`src/design/btx_pkg.sv`:
```
// Purpose: shared constants and helpers for the byte translate execution block
// Assumes: big-endian byte numbering, byte 0 is bits 63:56 of a doubleword
// Notes:   register offsets are byte addresses on the plain register port
package btx_pkg;

  localparam int unsigned ADDR_W = 24;

  // register map
  localparam logic [7:0] REG_GPR_BASE   = 8'h00;
  localparam logic [7:0] REG_GPR_LAST   = 8'h3c;
  localparam logic [7:0] REG_CTRL       = 8'h40;
  localparam logic [7:0] REG_INSTR      = 8'h44;
  localparam logic [7:0] REG_DEST       = 8'h48;
  localparam logic [7:0] REG_LEN        = 8'h4c;
  localparam logic [7:0] REG_STATUS     = 8'h50;

  // field positions
  localparam int unsigned CTRL_OP_LSB    = 0;
  localparam int unsigned CTRL_START_BIT = 4;
  localparam int unsigned INSTR_R1_LSB   = 20;
  localparam int unsigned INSTR_X2_LSB   = 16;
  localparam int unsigned INSTR_B2_LSB   = 12;
  localparam int unsigned INSTR_D2_LSB   = 0;
  localparam int unsigned STAT_BUSY_BIT  = 0;
  localparam int unsigned STAT_CC_LSB    = 4;
  localparam int unsigned STAT_PEND_BIT  = 6;
  localparam int unsigned STAT_NZ_BIT    = 7;
  localparam int unsigned STAT_MARK_LSB  = 8;

  // reset values and counts
  localparam logic [31:0] RST_WORD      = 32'h0000_0000;
  localparam logic [2:0]  LAST_BYTE     = 3'h7;
  localparam logic [2:0]  TEST_BYTE     = 3'h3;
  localparam logic [3:0]  GPR_ADDR_ARG  = 4'h1;
  localparam logic [3:0]  GPR_FUNC_BYTE = 4'h2;
  localparam logic [1:0]  CC_ALL_ZERO   = 2'h0;
  localparam logic [1:0]  CC_EARLY_NZ   = 2'h1;
  localparam logic [1:0]  CC_LAST_NZ    = 2'h2;

  typedef enum logic [1:0] {
    OP_STORE_CHAR = 2'b00,
    OP_LOAD_ADDR  = 2'b01,
    OP_TRANSLATE  = 2'b10,
    OP_TRANS_TEST = 2'b11
  } btx_op_t;

  // one-hot byte enable for a byte index
  function automatic logic [7:0] byte_lane(input logic [2:0] idx);
    byte_lane = 8'h01 << idx;
  endfunction

  // replace byte idx of a doubleword
  function automatic logic [63:0] put_byte(input logic [63:0] w, input logic [2:0] idx,
                                           input logic [7:0] b);
    logic [63:0] r;
    r = w;
    for (int i = 0; i < 8; i++)
    begin
      if (3'(i) == idx)
      begin
        r[63-8*i -: 8] = b;
      end
    end
    put_byte = r;
  endfunction

endpackage

```
`src/design/btx_core.sv`:
```
// Purpose: execution datapath for store character, load address, translate
//          and translate-and-test
// Assumes: storage answers each read with one mem_rvalid pulse, same clock
// Notes:   registers reached over a plain address/strobe port
//
// Operation
// - store character writes only register low byte
// - load address zeroes bits 24-31, address 0-23
// - load address performs no address checks
// - address sum is 24 bits, carry dropped
// - register zero field contributes nothing
// - translate bytes left to right via table
// - first table doubleword before execution is discarded
// - save byte, word, base; add byte to base
// - counters set from table and destination addresses
// - table inside destination word uses local copy
// - route byte, mark, step counters, decrement length
// - loop, store on length end or byte seven
// - condition code zero, one or two
// - all zero leaves registers one, two alone
// - argument address into register one low 24
// - function byte into register two low 8
// - first byte routed, destination counter set from address bits 0-2
// - operand counter from table address, request table byte
// - next address step increments destination counter
// - table word arrives, base restored by subtract
// - nonzero table byte exits to register store
// - code derived from nonzero and pending flags
//
// The implementer's own choices: the register offsets and the address-and-strobe port.
`timescale 1ns/10ps
module btx_core
(
  input  wire logic        clk_sys,
  input  wire logic        rst_n,
  input  wire logic [7:0]  reg_addr,
  input  wire logic [31:0] reg_wdata,
  input  wire logic        reg_wr,
  input  wire logic        reg_rd,
  output logic      [31:0] reg_rdata,
  output logic             mem_req,
  output logic             mem_we,
  output logic      [23:0] mem_addr,
  output logic      [7:0]  mem_be,
  output logic      [63:0] mem_wdata,
  input  wire logic        mem_rvalid,
  input  wire logic [63:0] mem_rdata,
  output logic             busy
);
  import btx_pkg::*;

  typedef enum logic [3:0] {
    S_IDLE   = 4'b0000,
    S_LA     = 4'b0001,
    S_STC    = 4'b0010,
    S_TDISC  = 4'b0011,
    S_DFETCH = 4'b0100,
    S_DWAIT  = 4'b0101,
    S_TADD   = 4'b0110,
    S_TREQ   = 4'b0111,
    S_TWAIT  = 4'b1000,
    S_TAPPLY = 4'b1001,
    S_TTEST  = 4'b1010,
    S_STORE  = 4'b1011,
    S_MARK   = 4'b1100,
    S_DONE   = 4'b1101
  } btx_state_t;

  btx_state_t  state_reg;
  btx_state_t  state_next;
  btx_op_t     op_reg;
  logic [31:0] gpr_reg [16];
  logic [31:0] instr_reg;
  logic [23:0] dest_cfg_reg;
  logic [7:0]  len_cfg_reg;
  logic [23:0] table_address_reg;
  logic [23:0] table_base_reg;
  logic [23:0] dest_addr_reg;
  logic [23:0] word_addr_reg;
  logic [7:0]  length_count;
  logic [63:0] dest_word_reg;
  logic [63:0] saved_word_reg;
  logic [63:0] operand_word_reg;
  logic [2:0]  dest_byte_counter;
  logic [2:0]  operand_byte_counter;
  logic [7:0]  current_argument_byte;
  logic [7:0]  serial_adder_latch;
  logic [7:0]  mark_reg;
  logic        tbl_pending_reg;
  logic        nonzero_reg;
  logic        end_after_store_reg;
  logic [1:0]  condition_code;
  logic [3:0]  target_reg_field;
  logic [3:0]  index_reg_field;
  logic [3:0]  base_reg_field;
  logic [11:0] displacement_field;
  logic [3:0]  eff_index;
  logic [23:0] eff_addr;
  logic [7:0]  dest_byte;
  logic [7:0]  table_byte;
  logic        table_zero;
  logic        start_req;

  assign target_reg_field   = instr_reg[INSTR_R1_LSB +: 4];
  assign index_reg_field    = instr_reg[INSTR_X2_LSB +: 4];
  assign base_reg_field     = instr_reg[INSTR_B2_LSB +: 4];
  assign displacement_field = instr_reg[INSTR_D2_LSB +: 12];
  // table base of the storage-to-storage ops ignores the index field
  // the start write carries the new op, op_reg only follows it
  assign eff_index = (start_req ? reg_wdata[CTRL_OP_LSB + 1] : op_reg[1])
                     ? 4'h0 : index_reg_field;
  assign start_req = reg_wr && (reg_addr == REG_CTRL) && reg_wdata[CTRL_START_BIT] && !busy;

  ////////////////////////////////////////////////////////////////////////////////
  // address arithmetic and serial adder paths

  btx_addr_gen u_addr
  (
    .index_reg_field    (eff_index),
    .base_reg_field     (base_reg_field),
    .displacement_field (displacement_field),
    .index_val          (gpr_reg[eff_index]),
    .base_val           (gpr_reg[base_reg_field]),
    .addr_out           (eff_addr)
  );

  btx_byte_sel u_dest_sel
  (
    .word_in   (dest_word_reg),
    .byte_idx  (dest_byte_counter),
    .byte_out  (dest_byte),
    .byte_zero ()
  );

  btx_byte_sel u_tbl_sel
  (
    .word_in   (operand_word_reg),
    .byte_idx  (operand_byte_counter),
    .byte_out  (table_byte),
    .byte_zero (table_zero)
  );

  ////////////////////////////////////////////////////////////////////////////////
  // register port

  always_ff @(posedge clk_sys or negedge rst_n)
  begin
    if (!rst_n)
    begin
      instr_reg    <= RST_WORD;
      dest_cfg_reg <= RST_WORD[23:0];
      len_cfg_reg  <= RST_WORD[7:0];
      op_reg       <= OP_STORE_CHAR;
    end
    else if (reg_wr && !busy)
    begin
      case (reg_addr)
        REG_CTRL:  op_reg       <= btx_op_t'(reg_wdata[CTRL_OP_LSB +: 2]);
        REG_INSTR: instr_reg    <= reg_wdata;
        REG_DEST:  dest_cfg_reg <= reg_wdata[23:0];
        REG_LEN:   len_cfg_reg  <= reg_wdata[7:0];
        default:   ;
      endcase
    end
  end

  always_ff @(posedge clk_sys or negedge rst_n)
  begin
    if (!rst_n)
    begin
      reg_rdata <= RST_WORD;
    end
    else if (reg_rd)
    begin
      if (reg_addr <= REG_GPR_LAST && reg_addr[1:0] == 2'b00)
      begin
        reg_rdata <= gpr_reg[reg_addr[5:2]];
      end
      else
      begin
        case (reg_addr)
          REG_CTRL:   reg_rdata <= {30'h0000_0000, op_reg};
          REG_INSTR:  reg_rdata <= instr_reg;
          REG_DEST:   reg_rdata <= {8'h00, dest_cfg_reg};
          REG_LEN:    reg_rdata <= {24'h00_0000, len_cfg_reg};
          REG_STATUS: reg_rdata <= {16'h0000, mark_reg, nonzero_reg, tbl_pending_reg,
                                    condition_code, 3'b000, busy};
          default:    reg_rdata <= RST_WORD;
        endcase
      end
    end
  end

  ////////////////////////////////////////////////////////////////////////////////
  // general registers

  always_ff @(posedge clk_sys or negedge rst_n)
  begin
    if (!rst_n)
    begin
      for (int i = 0; i < 16; i++)
      begin
        gpr_reg[i] <= RST_WORD;
      end
    end
    else if (state_reg == S_LA)
    begin
      gpr_reg[target_reg_field] <= {8'h00, eff_addr};
    end
    else if (state_reg == S_MARK)
    begin
      gpr_reg[GPR_ADDR_ARG]  <= {gpr_reg[GPR_ADDR_ARG][31:24], dest_addr_reg};
      gpr_reg[GPR_FUNC_BYTE] <= {gpr_reg[GPR_FUNC_BYTE][31:8], serial_adder_latch};
    end
    else if (reg_wr && !busy && reg_addr <= REG_GPR_LAST && reg_addr[1:0] == 2'b00)
    begin
      gpr_reg[reg_addr[5:2]] <= reg_wdata;
    end
  end

  ////////////////////////////////////////////////////////////////////////////////
  // sequencer

  always_comb
  begin
    state_next = state_reg;
    case (state_reg)
      S_IDLE:
      begin
        if (start_req)
        begin
          case (btx_op_t'(reg_wdata[CTRL_OP_LSB +: 2]))
            OP_LOAD_ADDR:  state_next = S_LA;
            OP_STORE_CHAR: state_next = S_STC;
            default:       state_next = S_TDISC;
          endcase
        end
      end
      S_LA:     state_next = S_DONE;
      S_STC:    state_next = S_DONE;
      S_TDISC:  state_next = mem_rvalid ? S_DFETCH : S_TDISC;
      S_DFETCH: state_next = S_DWAIT;
      S_DWAIT:  state_next = mem_rvalid ? S_TADD : S_DWAIT;
      S_TADD:   state_next = S_TREQ;
      S_TREQ:   state_next = S_TWAIT;
      S_TWAIT:
      begin
        if (mem_rvalid)
        begin
          state_next = (op_reg == OP_TRANSLATE) ? S_TAPPLY : S_TTEST;
        end
      end
      S_TAPPLY:
      begin
        if (length_count == 8'h00 || dest_byte_counter == LAST_BYTE)
        begin
          state_next = S_STORE;
        end
        else
        begin
          state_next = S_TADD;
        end
      end
      S_TTEST:
      begin
        if (!table_zero)
        begin
          state_next = S_MARK;
        end
        else if (length_count == 8'h00)
        begin
          state_next = S_DONE;
        end
        else if (dest_byte_counter == LAST_BYTE)
        begin
          state_next = S_DFETCH;
        end
        else
        begin
          state_next = S_TADD;
        end
      end
      S_STORE:  state_next = end_after_store_reg ? S_DONE : S_DFETCH;
      S_MARK:   state_next = S_DONE;
      S_DONE:   state_next = S_IDLE;
      default:  state_next = S_IDLE;
    endcase
  end

  always_ff @(posedge clk_sys or negedge rst_n)
  begin
    if (!rst_n)
    begin
      state_reg <= S_IDLE;
      busy      <= 1'b0;
    end
    else
    begin
      state_reg <= state_next;
      busy      <= (state_next != S_IDLE);
    end
  end

  ////////////////////////////////////////////////////////////////////////////////
  // storage requests

  always_ff @(posedge clk_sys or negedge rst_n)
  begin
    if (!rst_n)
    begin
      mem_req   <= 1'b0;
      mem_we    <= 1'b0;
      mem_addr  <= RST_WORD[23:0];
      mem_be    <= RST_WORD[7:0];
      mem_wdata <= {RST_WORD, RST_WORD};
    end
    else
    begin
      mem_req <= 1'b0;
      mem_we  <= 1'b0;
      case (state_reg)
        S_STC:
        begin
          mem_req   <= 1'b1;
          mem_we    <= 1'b1;
          mem_addr  <= eff_addr;
          mem_be    <= byte_lane(eff_addr[2:0]);
          mem_wdata <= {8{gpr_reg[target_reg_field][7:0]}};
        end
        S_IDLE:
        begin
          if (start_req && reg_wdata[CTRL_OP_LSB + 1])
          begin
            mem_req  <= 1'b1;
            mem_addr <= eff_addr;
          end
        end
        S_DFETCH:
        begin
          mem_req  <= 1'b1;
          mem_addr <= dest_addr_reg;
        end
        S_TREQ:
        begin
          mem_req  <= 1'b1;
          mem_addr <= table_address_reg;
        end
        S_STORE:
        begin
          mem_req   <= 1'b1;
          mem_we    <= 1'b1;
          mem_addr  <= word_addr_reg;
          mem_be    <= mark_reg;
          mem_wdata <= dest_word_reg;
        end
        default: ;
      endcase
    end
  end

  ////////////////////////////////////////////////////////////////////////////////
  // translate datapath

  always_ff @(posedge clk_sys or negedge rst_n)
  begin
    if (!rst_n)
    begin
      table_address_reg     <= RST_WORD[23:0];
      table_base_reg        <= RST_WORD[23:0];
      dest_addr_reg         <= RST_WORD[23:0];
      word_addr_reg         <= RST_WORD[23:0];
      length_count          <= RST_WORD[7:0];
      dest_word_reg         <= {RST_WORD, RST_WORD};
      saved_word_reg        <= {RST_WORD, RST_WORD};
      operand_word_reg      <= {RST_WORD, RST_WORD};
      dest_byte_counter     <= RST_WORD[2:0];
      operand_byte_counter  <= RST_WORD[2:0];
      current_argument_byte <= RST_WORD[7:0];
      serial_adder_latch    <= RST_WORD[7:0];
      mark_reg              <= RST_WORD[7:0];
      end_after_store_reg   <= 1'b0;
    end
    else
    begin
      case (state_reg)
        S_IDLE:
        begin
          if (start_req)
          begin
            table_address_reg <= eff_addr;
            dest_addr_reg     <= dest_cfg_reg;
            length_count      <= len_cfg_reg;
            mark_reg          <= 8'h00;
          end
        end
        S_DWAIT:
        begin
          if (mem_rvalid)
          begin
            dest_word_reg     <= mem_rdata;
            operand_word_reg  <= mem_rdata;
            word_addr_reg     <= {dest_addr_reg[23:3], 3'b000};
            dest_byte_counter <= dest_addr_reg[2:0];
            mark_reg          <= 8'h00;
          end
        end
        S_TADD:
        begin
          current_argument_byte <= dest_byte;
          saved_word_reg        <= dest_word_reg;
          table_base_reg        <= table_address_reg;
          table_address_reg     <= table_address_reg + {16'h0000, dest_byte};
        end
        S_TREQ:
        begin
          operand_byte_counter <= table_address_reg[2:0];
          dest_word_reg        <= saved_word_reg;
        end
        S_TWAIT:
        begin
          if (mem_rvalid)
          begin
            if (table_address_reg[23:3] == dest_addr_reg[23:3])
            begin
              operand_word_reg <= dest_word_reg;
            end
            else
            begin
              operand_word_reg <= mem_rdata;
            end
            table_address_reg <= table_address_reg - {16'h0000, current_argument_byte};
          end
        end
        S_TAPPLY:
        begin
          dest_word_reg       <= put_byte(dest_word_reg, dest_byte_counter, table_byte);
          mark_reg            <= mark_reg | byte_lane(dest_byte_counter);
          dest_byte_counter   <= dest_byte_counter + 3'h1;
          dest_addr_reg       <= dest_addr_reg + 24'h00_0001;
          length_count        <= length_count - 8'h01;
          end_after_store_reg <= (length_count == 8'h00);
        end
        S_TTEST:
        begin
          serial_adder_latch <= table_byte;
          if (table_zero && length_count != 8'h00)
          begin
            dest_byte_counter <= dest_byte_counter + 3'h1;
            dest_addr_reg     <= dest_addr_reg + 24'h00_0001;
            length_count      <= length_count - 8'h01;
          end
        end
        S_STORE:
        begin
          mark_reg <= 8'h00;
        end
        default: ;
      endcase
    end
  end

  ////////////////////////////////////////////////////////////////////////////////
  // status flags and condition code

  always_ff @(posedge clk_sys or negedge rst_n)
  begin
    if (!rst_n)
    begin
      tbl_pending_reg <= 1'b0;
      nonzero_reg     <= 1'b0;
      condition_code  <= CC_ALL_ZERO;
    end
    else
    begin
      if (start_req)
      begin
        tbl_pending_reg <= 1'b0;
        nonzero_reg     <= 1'b0;
      end
      else if (state_reg == S_TTEST)
      begin
        nonzero_reg     <= !table_zero;
        tbl_pending_reg <= (length_count != 8'h00);
      end
      if (state_reg == S_DONE && op_reg == OP_TRANS_TEST)
      begin
        if (!nonzero_reg)
        begin
          condition_code <= CC_ALL_ZERO;
        end
        else
        begin
          condition_code <= tbl_pending_reg ? CC_EARLY_NZ : CC_LAST_NZ;
        end
      end
    end
  end
endmodule

```
`src/design/btx_addr_gen.sv`:
```
// Purpose: index plus base plus displacement address arithmetic
// Assumes: register zero in the index or base field contributes zero
// Notes:   carries above the 24th bit are dropped
`timescale 1ns/10ps
module btx_addr_gen
(
  input  wire logic [3:0]  index_reg_field,
  input  wire logic [3:0]  base_reg_field,
  input  wire logic [11:0] displacement_field,
  input  wire logic [31:0] index_val,
  input  wire logic [31:0] base_val,
  output logic      [23:0] addr_out
);
  import btx_pkg::*;

  logic [23:0] idx_term;
  logic [23:0] base_term;

  assign idx_term  = (index_reg_field == 4'h0) ? 24'h00_0000 : index_val[23:0];
  assign base_term = (base_reg_field == 4'h0) ? 24'h00_0000 : base_val[23:0];
  assign addr_out  = idx_term + base_term + {12'h000, displacement_field};

endmodule

```
`src/design/btx_byte_sel.sv`:
```
// Purpose: serial adder byte path, selects one byte of a doubleword
// Assumes: byte 0 is the leftmost byte
// Notes:   zero flag feeds the function byte test
`timescale 1ns/10ps
module btx_byte_sel
(
  input  wire logic [63:0] word_in,
  input  wire logic [2:0]  byte_idx,
  output logic      [7:0]  byte_out,
  output logic             byte_zero
);
  import btx_pkg::*;

  logic [5:0] lsb;

  assign lsb       = {3'(LAST_BYTE - byte_idx), 3'b000};
  assign byte_out  = word_in[lsb +: 8];
  assign byte_zero = (byte_out == 8'h00);

endmodule

```
`config.mk`:
```
export PLATFORM = sky130hd
export DESIGN_NAME = btx_core
export DESIGN_NICKNAME = d
export VERILOG_FILES = /design/src/design/btx_pkg.sv /design/src/design/btx_core.sv /design/src/design/btx_addr_gen.sv /design/src/design/btx_byte_sel.sv
export SDC_FILE = /design/constraint.sdc
export NUM_CORES = 2
export LEC_CHECK = 0
export BUFFER_PORTS_ARGS = -buffer_cell sky130_fd_sc_hd__buf_2
export CAP_MARGIN = 20
export CELL_PAD_IN_SITES_DETAIL_PLACEMENT = 0
export CELL_PAD_IN_SITES_GLOBAL_PLACEMENT = 1
export CORE_MARGIN = 5
export CORE_UTILIZATION = 40
export CTS_CLUSTER_DIAMETER = 80
export DETAILED_ROUTE_END_ITERATION = 16
export PLACE_DENSITY_LB_ADDON = 0.1
export SKIP_LAST_GASP = 1
export SLEW_MARGIN = 5
export SYNTH_ARGS = -nofsm -noshare
export SYNTH_HDL_FRONTEND = slang
export SYNTH_SLANG_ARGS = --single-unit
```
`constraint.sdc`:
```
create_clock -name clk_sys -period 5.74 [get_ports clk_sys]
set_clock_uncertainty 0.05 [all_clocks]
set_input_delay 1.148 -clock clk_sys [delete_from_list [all_inputs] [get_ports clk_sys]]
set_output_delay 1.148 -clock clk_sys [all_outputs]
set_load 0.1 [all_outputs]
```
# == Yosys cells after proc, flatten, opt, wreduce, memory -nomap -nowiden ==
# Index checks and enable logic that the tools add are counted.
# word_totals
reg_bits,1017
out_inout_bits,131
wordCells,263
in_bits,109
# classes
n_addsub,9
bitwise,5
shifts,4
magnitude_cmp,7
n_reduce_logical,59
mux,82
n_eq_ne,44
# ops
operator,count
512-bit bitwise mux,2
512-bit two-way mux,2
32-bit binary-select mux with 4-bit select,4
416-bit two-way mux,1
24-bit two-way mux,11
32-bit demux with 4-bit select,2
64-bit two-way mux,4
64-bit one-hot mux with 2 select lines,2
32-bit two-way mux,6
64-bit one-hot mux with 3 select lines,1
32-bit one-hot mux with 5 select lines,1
24-bit one-hot mux with 3 select lines,2
64-bit by 7-bit variable part select with 8-bit output,2
24-bit one-hot mux with 5 select lines,1
8-bit two-way mux,14
4-bit one-hot mux with 11 select lines,1
"8-bit by 7-bit == test with 1-bit output, second input constant",5
3-bit AND reduction,13
8-bit one-hot mux with 4 select lines,1
4-bit two-way mux,7
"2-bit != test, second input constant",14
"24-bit by 1-bit adder with 24-bit output, second input constant",1
24-bit by 12-bit adder with 24-bit output,1
24-bit adder,1
46 further kinds,111

# == Depth between registers and ports, before layout ==
# logic_depth
depth_word,15
ltp_mapped,25
ltp_nobuf,20

# == Hierarchy ==
# A second synthesis with hierarchy kept.
# unflattened
cells_unflattened,6241
hier_area_um2,63542.2
# modules_own_cells
module,seq_area_each_um2,cells_each,area_each_um2,instances
btx_core,25449.4,5851,60122.7,1
btx_addr_gen,0.0,252,1910.6,1
btx_byte_sel,0.0,69,754.5,2

# == Worst setup path after synthesis ==
# No wires, ideal clock.
# synth_timing
path_kind,input port to flip-flop
startpoint,input reg_addr[2]
endpoint,register mem_addr[17]
cell_stages,24
t_arrival_ns,6.981
path_buffers,6
setup_time_ns,0.078
setup_slack_ns,-1.369
t_required_ns,5.612
path_cell_list,clkbuf_1 -> or4_1 -> buf_2 -> o31ai_4 -> and3_1 -> buf_2 -> buf_1 -> clkbuf_1 -> o2111ai_1 -> nand3_1 -> o21ai_0 -> fa_1 -> ha_1 -> fa_1 -> a211oi_1 -> o21ai_0 -> o21ai_0 -> a21oi_1 -> o21a_1 -> or2_2 -> o311ai_2 -> clkbuf_1 -> o21ai_0 -> a21oi_1
# synth_between
elab_chain_cells,15
word_cells_on_any_way,19
cone_classes,2 x add/sub; 2 x eq/ne; 8 x mux; 1 x bitwise; 6 x reduce/logical
# synth_rtl
item,line_no,rtl
start: declaration,btx_core.sv:36,"input wire logic [7:0] reg_addr,"
8-bit by 7-bit == test with 1-bit output *,btx_core.sv:112,assign start_req = reg_wr && (reg_addr == REG_CTRL) && reg_wdata[CTRL_START_BIT] && !busy;
1-bit logical AND * (3 in series),btx_core.sv:112,
1-bit two-way mux,btx_core.sv:110,assign eff_index = (start_req ? reg_wdata[CTRL_OP_LSB + 1] : op_reg[1])
4-bit two-way mux,btx_core.sv:111,? 4'h0 : index_reg_field;
4-bit NOT with 5-bit output (implied by the code),btx_core.sv:122,".index_val (gpr_reg[eff_index]),"
32-bit binary-select mux with 4-bit select,btx_core.sv:122,
24-bit two-way mux (implied by the code) (2 in series),btx_core.sv:122,
24-bit two-way mux,btx_addr_gen.sv:19,assign idx_term = (index_reg_field == 4'h0) ? 24'h00_0000 : index_val[23:0];
24-bit adder,btx_addr_gen.sv:21,"assign addr_out = idx_term + base_term + {12'h000, displacement_field};"
24-bit by 12-bit adder with 24-bit output,btx_addr_gen.sv:21,
24-bit two-way mux,btx_core.sv:332,if (start_req && reg_wdata[CTRL_OP_LSB + 1])
24-bit one-hot mux with 5 select lines,btx_core.sv:321,case (state_reg)
end signal: assignment,btx_core.sv:326,mem_addr <= eff_addr;
end signal: assignment,btx_core.sv:335,mem_addr <= eff_addr;
end signal: assignment,btx_core.sv:341,mem_addr <= dest_addr_reg;
end: declaration,btx_core.sv:43,"output logic [23:0] mem_addr,"
# Every way passes the cells marked *; elsewhere a longest branch is shown, timed or not. The select of a mux whose other input is x is not followed.
# A chain may end at the register's enable or synchronous reset.

# == Worst setup path in the final report ==
# layout_timing
startpoint,input reg_addr[0]
endpoint,register gpr_reg[310] (netlist bit)
# layout_between
elab_chain_cells,15
word_cells_on_any_way,22
cone_classes,2 x add/sub; 1 x order compare; 1 x eq/ne; 8 x mux; 1 x bitwise; 9 x reduce/logical
# layout_rtl
item,line_no,rtl
8-bit by 7-bit == test with 1-bit output,btx_core.sv:112,
1-bit logical AND (3 in series),btx_core.sv:112,
1-bit two-way mux,btx_core.sv:110,
4-bit two-way mux,btx_core.sv:111,
4-bit NOT with 5-bit output (implied by the code),btx_core.sv:122,
32-bit binary-select mux with 4-bit select,btx_core.sv:122,
24-bit two-way mux (implied by the code) (2 in series),btx_core.sv:122,
24-bit two-way mux,btx_addr_gen.sv:19,
24-bit adder,btx_addr_gen.sv:21,
24-bit by 12-bit adder with 24-bit output,btx_addr_gen.sv:21,
512-bit bitwise mux,btx_core.sv:208,"gpr_reg[target_reg_field] <= {8'h00, eff_addr};"
512-bit two-way mux,btx_core.sv:206,else if (state_reg == S_LA)
end signal: indexed assignment,btx_core.sv:208,
end signal: indexed assignment,btx_core.sv:212,"gpr_reg[GPR_ADDR_ARG] <= {gpr_reg[GPR_ADDR_ARG][31:24], dest_addr_reg};"
end signal: indexed assignment,btx_core.sv:213,"gpr_reg[GPR_FUNC_BYTE] <= {gpr_reg[GPR_FUNC_BYTE][31:8], serial_adder_latch};"
end: declaration,btx_core.sv:72,logic [31:0] gpr_reg [16];
# Several ways; a longest one is shown, not always the timed one. The select of a mux whose other input is x is not followed.

==> key figures <==
Run status
  – Status: finished, violations left
  – Failing checks: negative setup slack

Timing
  – Period utilisation layout: 1.02
  – Max-slew violations: 0
  – Setup tns final: -4760 ps
  – Final worst slack: -135 ps
  – Slew headroom: 0.125
  – Final-report setup violation count: 73
  – Worst slew pin tran: about 1300 ps
  – WHS: ~320 ps
  – Final min period: 5870 ps
  – FMAX: between 0.15 and 0.2 GHz
  – Final Hold Viols: 0
  – RSZ-0062 raised after global routing: yes

Synthesis
  – Synth Area in XOR/XNOR: 0.0101
  – Top_reg_cell synth: dfrtp_1
  – Post-synthesis register bit count: between 1000 and 1500
  – Mapped Nets: approximately 6300
  – Cell area after synthesis: between 50000 and 60000 sq um
  – Synth async-reset ratio: 1.00
  – Synth unique cells: just over 80
  – Syn Inst Count: between 6000 and 7000
  – Mux share of post-synthesis cell area: 0.190
  – Largest family of logic cells by synthesized area: multiplexers
  – Avg Inst Size Synth: slightly below 10 sq um
  – Synth Area in Simple Gates: 0.131
  – Total number of yosys warnings: 0
  – Compound-Gate Fraction of Synth Area: 0.187
  – Post-synth EDFFs: 0
  – Sequential fraction of the synthesis area: 0.426
  – Synth Area in Adders: 0.0187

Worst setup path
  – Critical path fanouts, max: 12
  – Buf+Inv Stages, Crit Path: 7
  – Crit path cell chain: buf_6 -> or4b_4 -> o31ai_4 -> buf_6 -> nand3_4 -> buf_12 -> buf_4 -> o32a_1 -> a21oi_2 -> fa_2 -> ha_4 -> a211o_4 -> a2111oi_4 -> nor3_4 -> nor3_2 -> o31ai_2 -> nor2_1 -> buf_4 -> a21oi_4 -> xnor2_2 -> buf_12 -> buf_12 -> o221ai_1
  – Crit. End Element: flop
  – Critical Path AT: between 6000 and 7000 ps
  – CP max-delay cell: or4b_4
  – Crit Path Class: primary input to flop
  – Required time of the critical path: between 6000 and 7000 ps
  – Crit path max-delay family: compound AO/OA/AOI/OAI gates
  – Cell repeated most along the worst path: buf_12
  – Reg2Reg Setup Slack: ~150 ps
  – Worst path max stage delay: between 600 and 700 ps
  – Startpoint Class: primary input

Run
  – Max Cap Viol: 0

Die
  – Die area: approximately 160000 sq um
  – Core area: ~150000 sq um
  – Die extent in x: 397 um
  – I/O pins: 240
  – Die Ht: approximately 400 um
  – Row cnt: roughly 140
  – Starting Density: 0.403

Placement
  – Dpl cell area: between 60000 and 70000 sq um
  – GP Congestion: 0.966
  – DPL Wire Length: ~200000 um
  – PortBufs: between 200 and 250
  – DP Worst Slack: -1350 ps
  – Dpl cells: about 8100

Power and ir drop
  – Pwr Total: 32.6 mW
  – Int Pwr: ~19 mW
  – LEAKAGE: slightly above 30 nW
  – Sw Ratio: 0.419
  – Maximum VDD drop: about 0.00032 V
  – Power share of the clock group: 0.246
  – P per Cell Area: 451 nW/um^2
  – Flop pwr share: 0.378
  – Power share of the combinational group: 0.377
  – P_sw: between 10 and 15 mW

Finish
  – Max reg flops: around 510
  – Synth-to-Final Area Change: 20.8%
  – Design Area, Final: about 72000 sq um
  – Non-Filler Instances: 8450
  – Share of layout cells above drive strength 1: 0.269
  – Fin util: 0.487
  – Fin nets: 6603

GRT
  – GRT met2 Usage: 0.529
  – Top Usage Layer GRT: met2
  – Initial antenna violation count: 17
  – Total GRT Usage: 0.359
  – Vias in the first global route: between 50000 and 60000
  – Largest net degree at the start of global routing: 137
  – GR Layer Usage met1: 0.491
  – Grt total ovfl: 0
  – Global-route wire length before repair: 410000 um
  – Routing usage on met3: 0.0869

Drt
  – Vias/cell: approximately 6.6
  – Vias: roughly 56000
  – # DRC: 0
  – TritonRoute pass-1 iters: 6
  – Drt total wl: ~290000 um
  – WL per Instance: approximately 34 um
  – DRT iter0 DRCs: between 6000 and 7000
  – Antenna-violating nets left: 0

Clocking
  – CTS tree: built
  – H-tree depth: 3
  – Worst-path clk slew: around 60 ps
  – Clk buf depth: 3
  – Root buffer cell: clkbuf_16
  – CTS buffer count: around 120
  – TritonCTS Sinks: between 1000 and 1500
  – Clock insertion delay at the later pin of the skew report: slightly below 800 ps

Worst hold path
  – Class of the worst hold path: primary input to asynchronous set/reset pin
cell type report:
type	count	area (sq um)
antenna	9	22.5
clock buffer	178	3470
clock inverter	40	562
fill	13845	76000
inverter	36	135
multi-input combinational	4447	33500
sequential	1017	25500
tap	1930	2410
timing repair buffer	793	6630
cells in the final DEF (no fill, tap or decap), types with 25 or more instances in the layout:
| master | n |
|---|---|
| o21ai_0 | 501 |
| and2_1 | 28 |
| mux2i_1 | 142 |
| buf_12 | 72 |
| mux4_2 | 352 |
| o21ai_1 | 103 |
| nand3_1 | 175 |
| clkbuf_1 | 32 |
| buf_2 | 233 |
| mux2_2 | 175 |
| o31ai_1 | 27 |
| a222oi_1 | 29 |
| a21oi_1 | 445 |
| a211oi_1 | 34 |
| a21oi_2 | 30 |
| inv_1 | 33 |
| xnor2_1 | 37 |
| dfrtp_1 | 1009 |
| clkbuf_8 | 27 |
| clkbuf_16 | 128 |
| buf_6 | 28 |
| a221oi_1 | 79 |
| ha_1 | 56 |
| a22o_1 | 34 |
| nand2_1 | 948 |
| nor2b_1 | 63 |
| a22oi_1 | 174 |
| nor3_1 | 34 |
| a221o_1 | 65 |
| a31oi_1 | 35 |
| nor2_1 | 408 |
| buf_4 | 442 |
| a32oi_1 | 25 |
power by group through the flow:
stage | combinational (mW) | clock, mW | sequential [mW]
4_1_cts | 12.1 | 8.09 | 12.2
2_1_floorplan | 7.27 | 0 | 12.5
3_5_place_dp | 12.0 | 0 | 12.3
6_report | 12.3 | 8.00 | 12.3
3_3_place_gp | 11.9 | 0 | 12.3
5_1_grt | 13.2 | 8.36 | 12.5
routing by layer:
metal	routed length, um	up-vias	part of all wire
li1	-	23191	-
met1	116000	28285	0.40
met2	125000	3460	0.43
met3	30500	783	0.10
met4	19100	12	0.066
met5	75	-	0.00026
Yosys cell counts (all sizes together) (9+ instances only):
library cell,n,area (sq um)
a21oi,483,2420
nor2b,64,400
a21o,15,113
o21a,16,120
o21ai,629,3150
mux2,175,1970
mux4,352,7930
o32a,12,120
a211oi,40,300
o211ai,9,67.6
mux2i,143,1430
nand4,20,125
dfrtp,1017,25400
o22ai,16,100
nor4,18,113
a32oi,26,228
nand3,179,901
inv,34,128
clkbuf,489,1840
or2,11,68.8
ha,67,838
xor2,19,166
a221o,65,651
a221oi,84,736
buf,80,315
xnor2,48,435
a22o,34,298
nand2,959,3600
and2,39,244
o31ai,32,254
a222oi,29,290
a311oi,9,85.1
a22oi,182,1370
nor2,432,1620
nand2b,19,119
and3,26,163
a31oi,40,250
nor3,48,240
o2111ai,9,78.8
fa,14,280
kinds of logic after synthesis:
family          count (synthesis)
buf+inv                       605
xor+xnor                       67
flops                        1017
simple gates                 1840
mux                           670
fa+ha+maj                      81
compound gates               1789
final timing paths:
check,startpoint,end,cells after the start
setup / recovery,reg_addr[0],gpr_reg[310]$_DFFE_PN0P_,23
hold / removal,rst_n,gpr_reg[83]$_DFFE_PN0P_,1
setup reg to reg,busy$_DFF_PN0_,gpr_reg[337]$_DFFE_PN0P_,27
hold reg to reg,gpr_reg[511]$_DFFE_PN0P_,gpr_reg[511]$_DFFE_PN0P_,2
max in group asynchronous,rst_n,instr_reg[15]$_DFFE_PN0P_,2
min in group clk_sys,gpr_reg[511]$_DFFE_PN0P_,gpr_reg[511]$_DFFE_PN0P_,2
what timing repair did:
action | in CTS | in global routing
pin swaps | 24 | 95
hold buffers | 0 | 0
gates resized for setup | 44 | 177
setup endpoints to repair | 253 | 253
cloned | 3 | 10
setup buffers | 27 | 44
(Power assumes the default switching activity.)
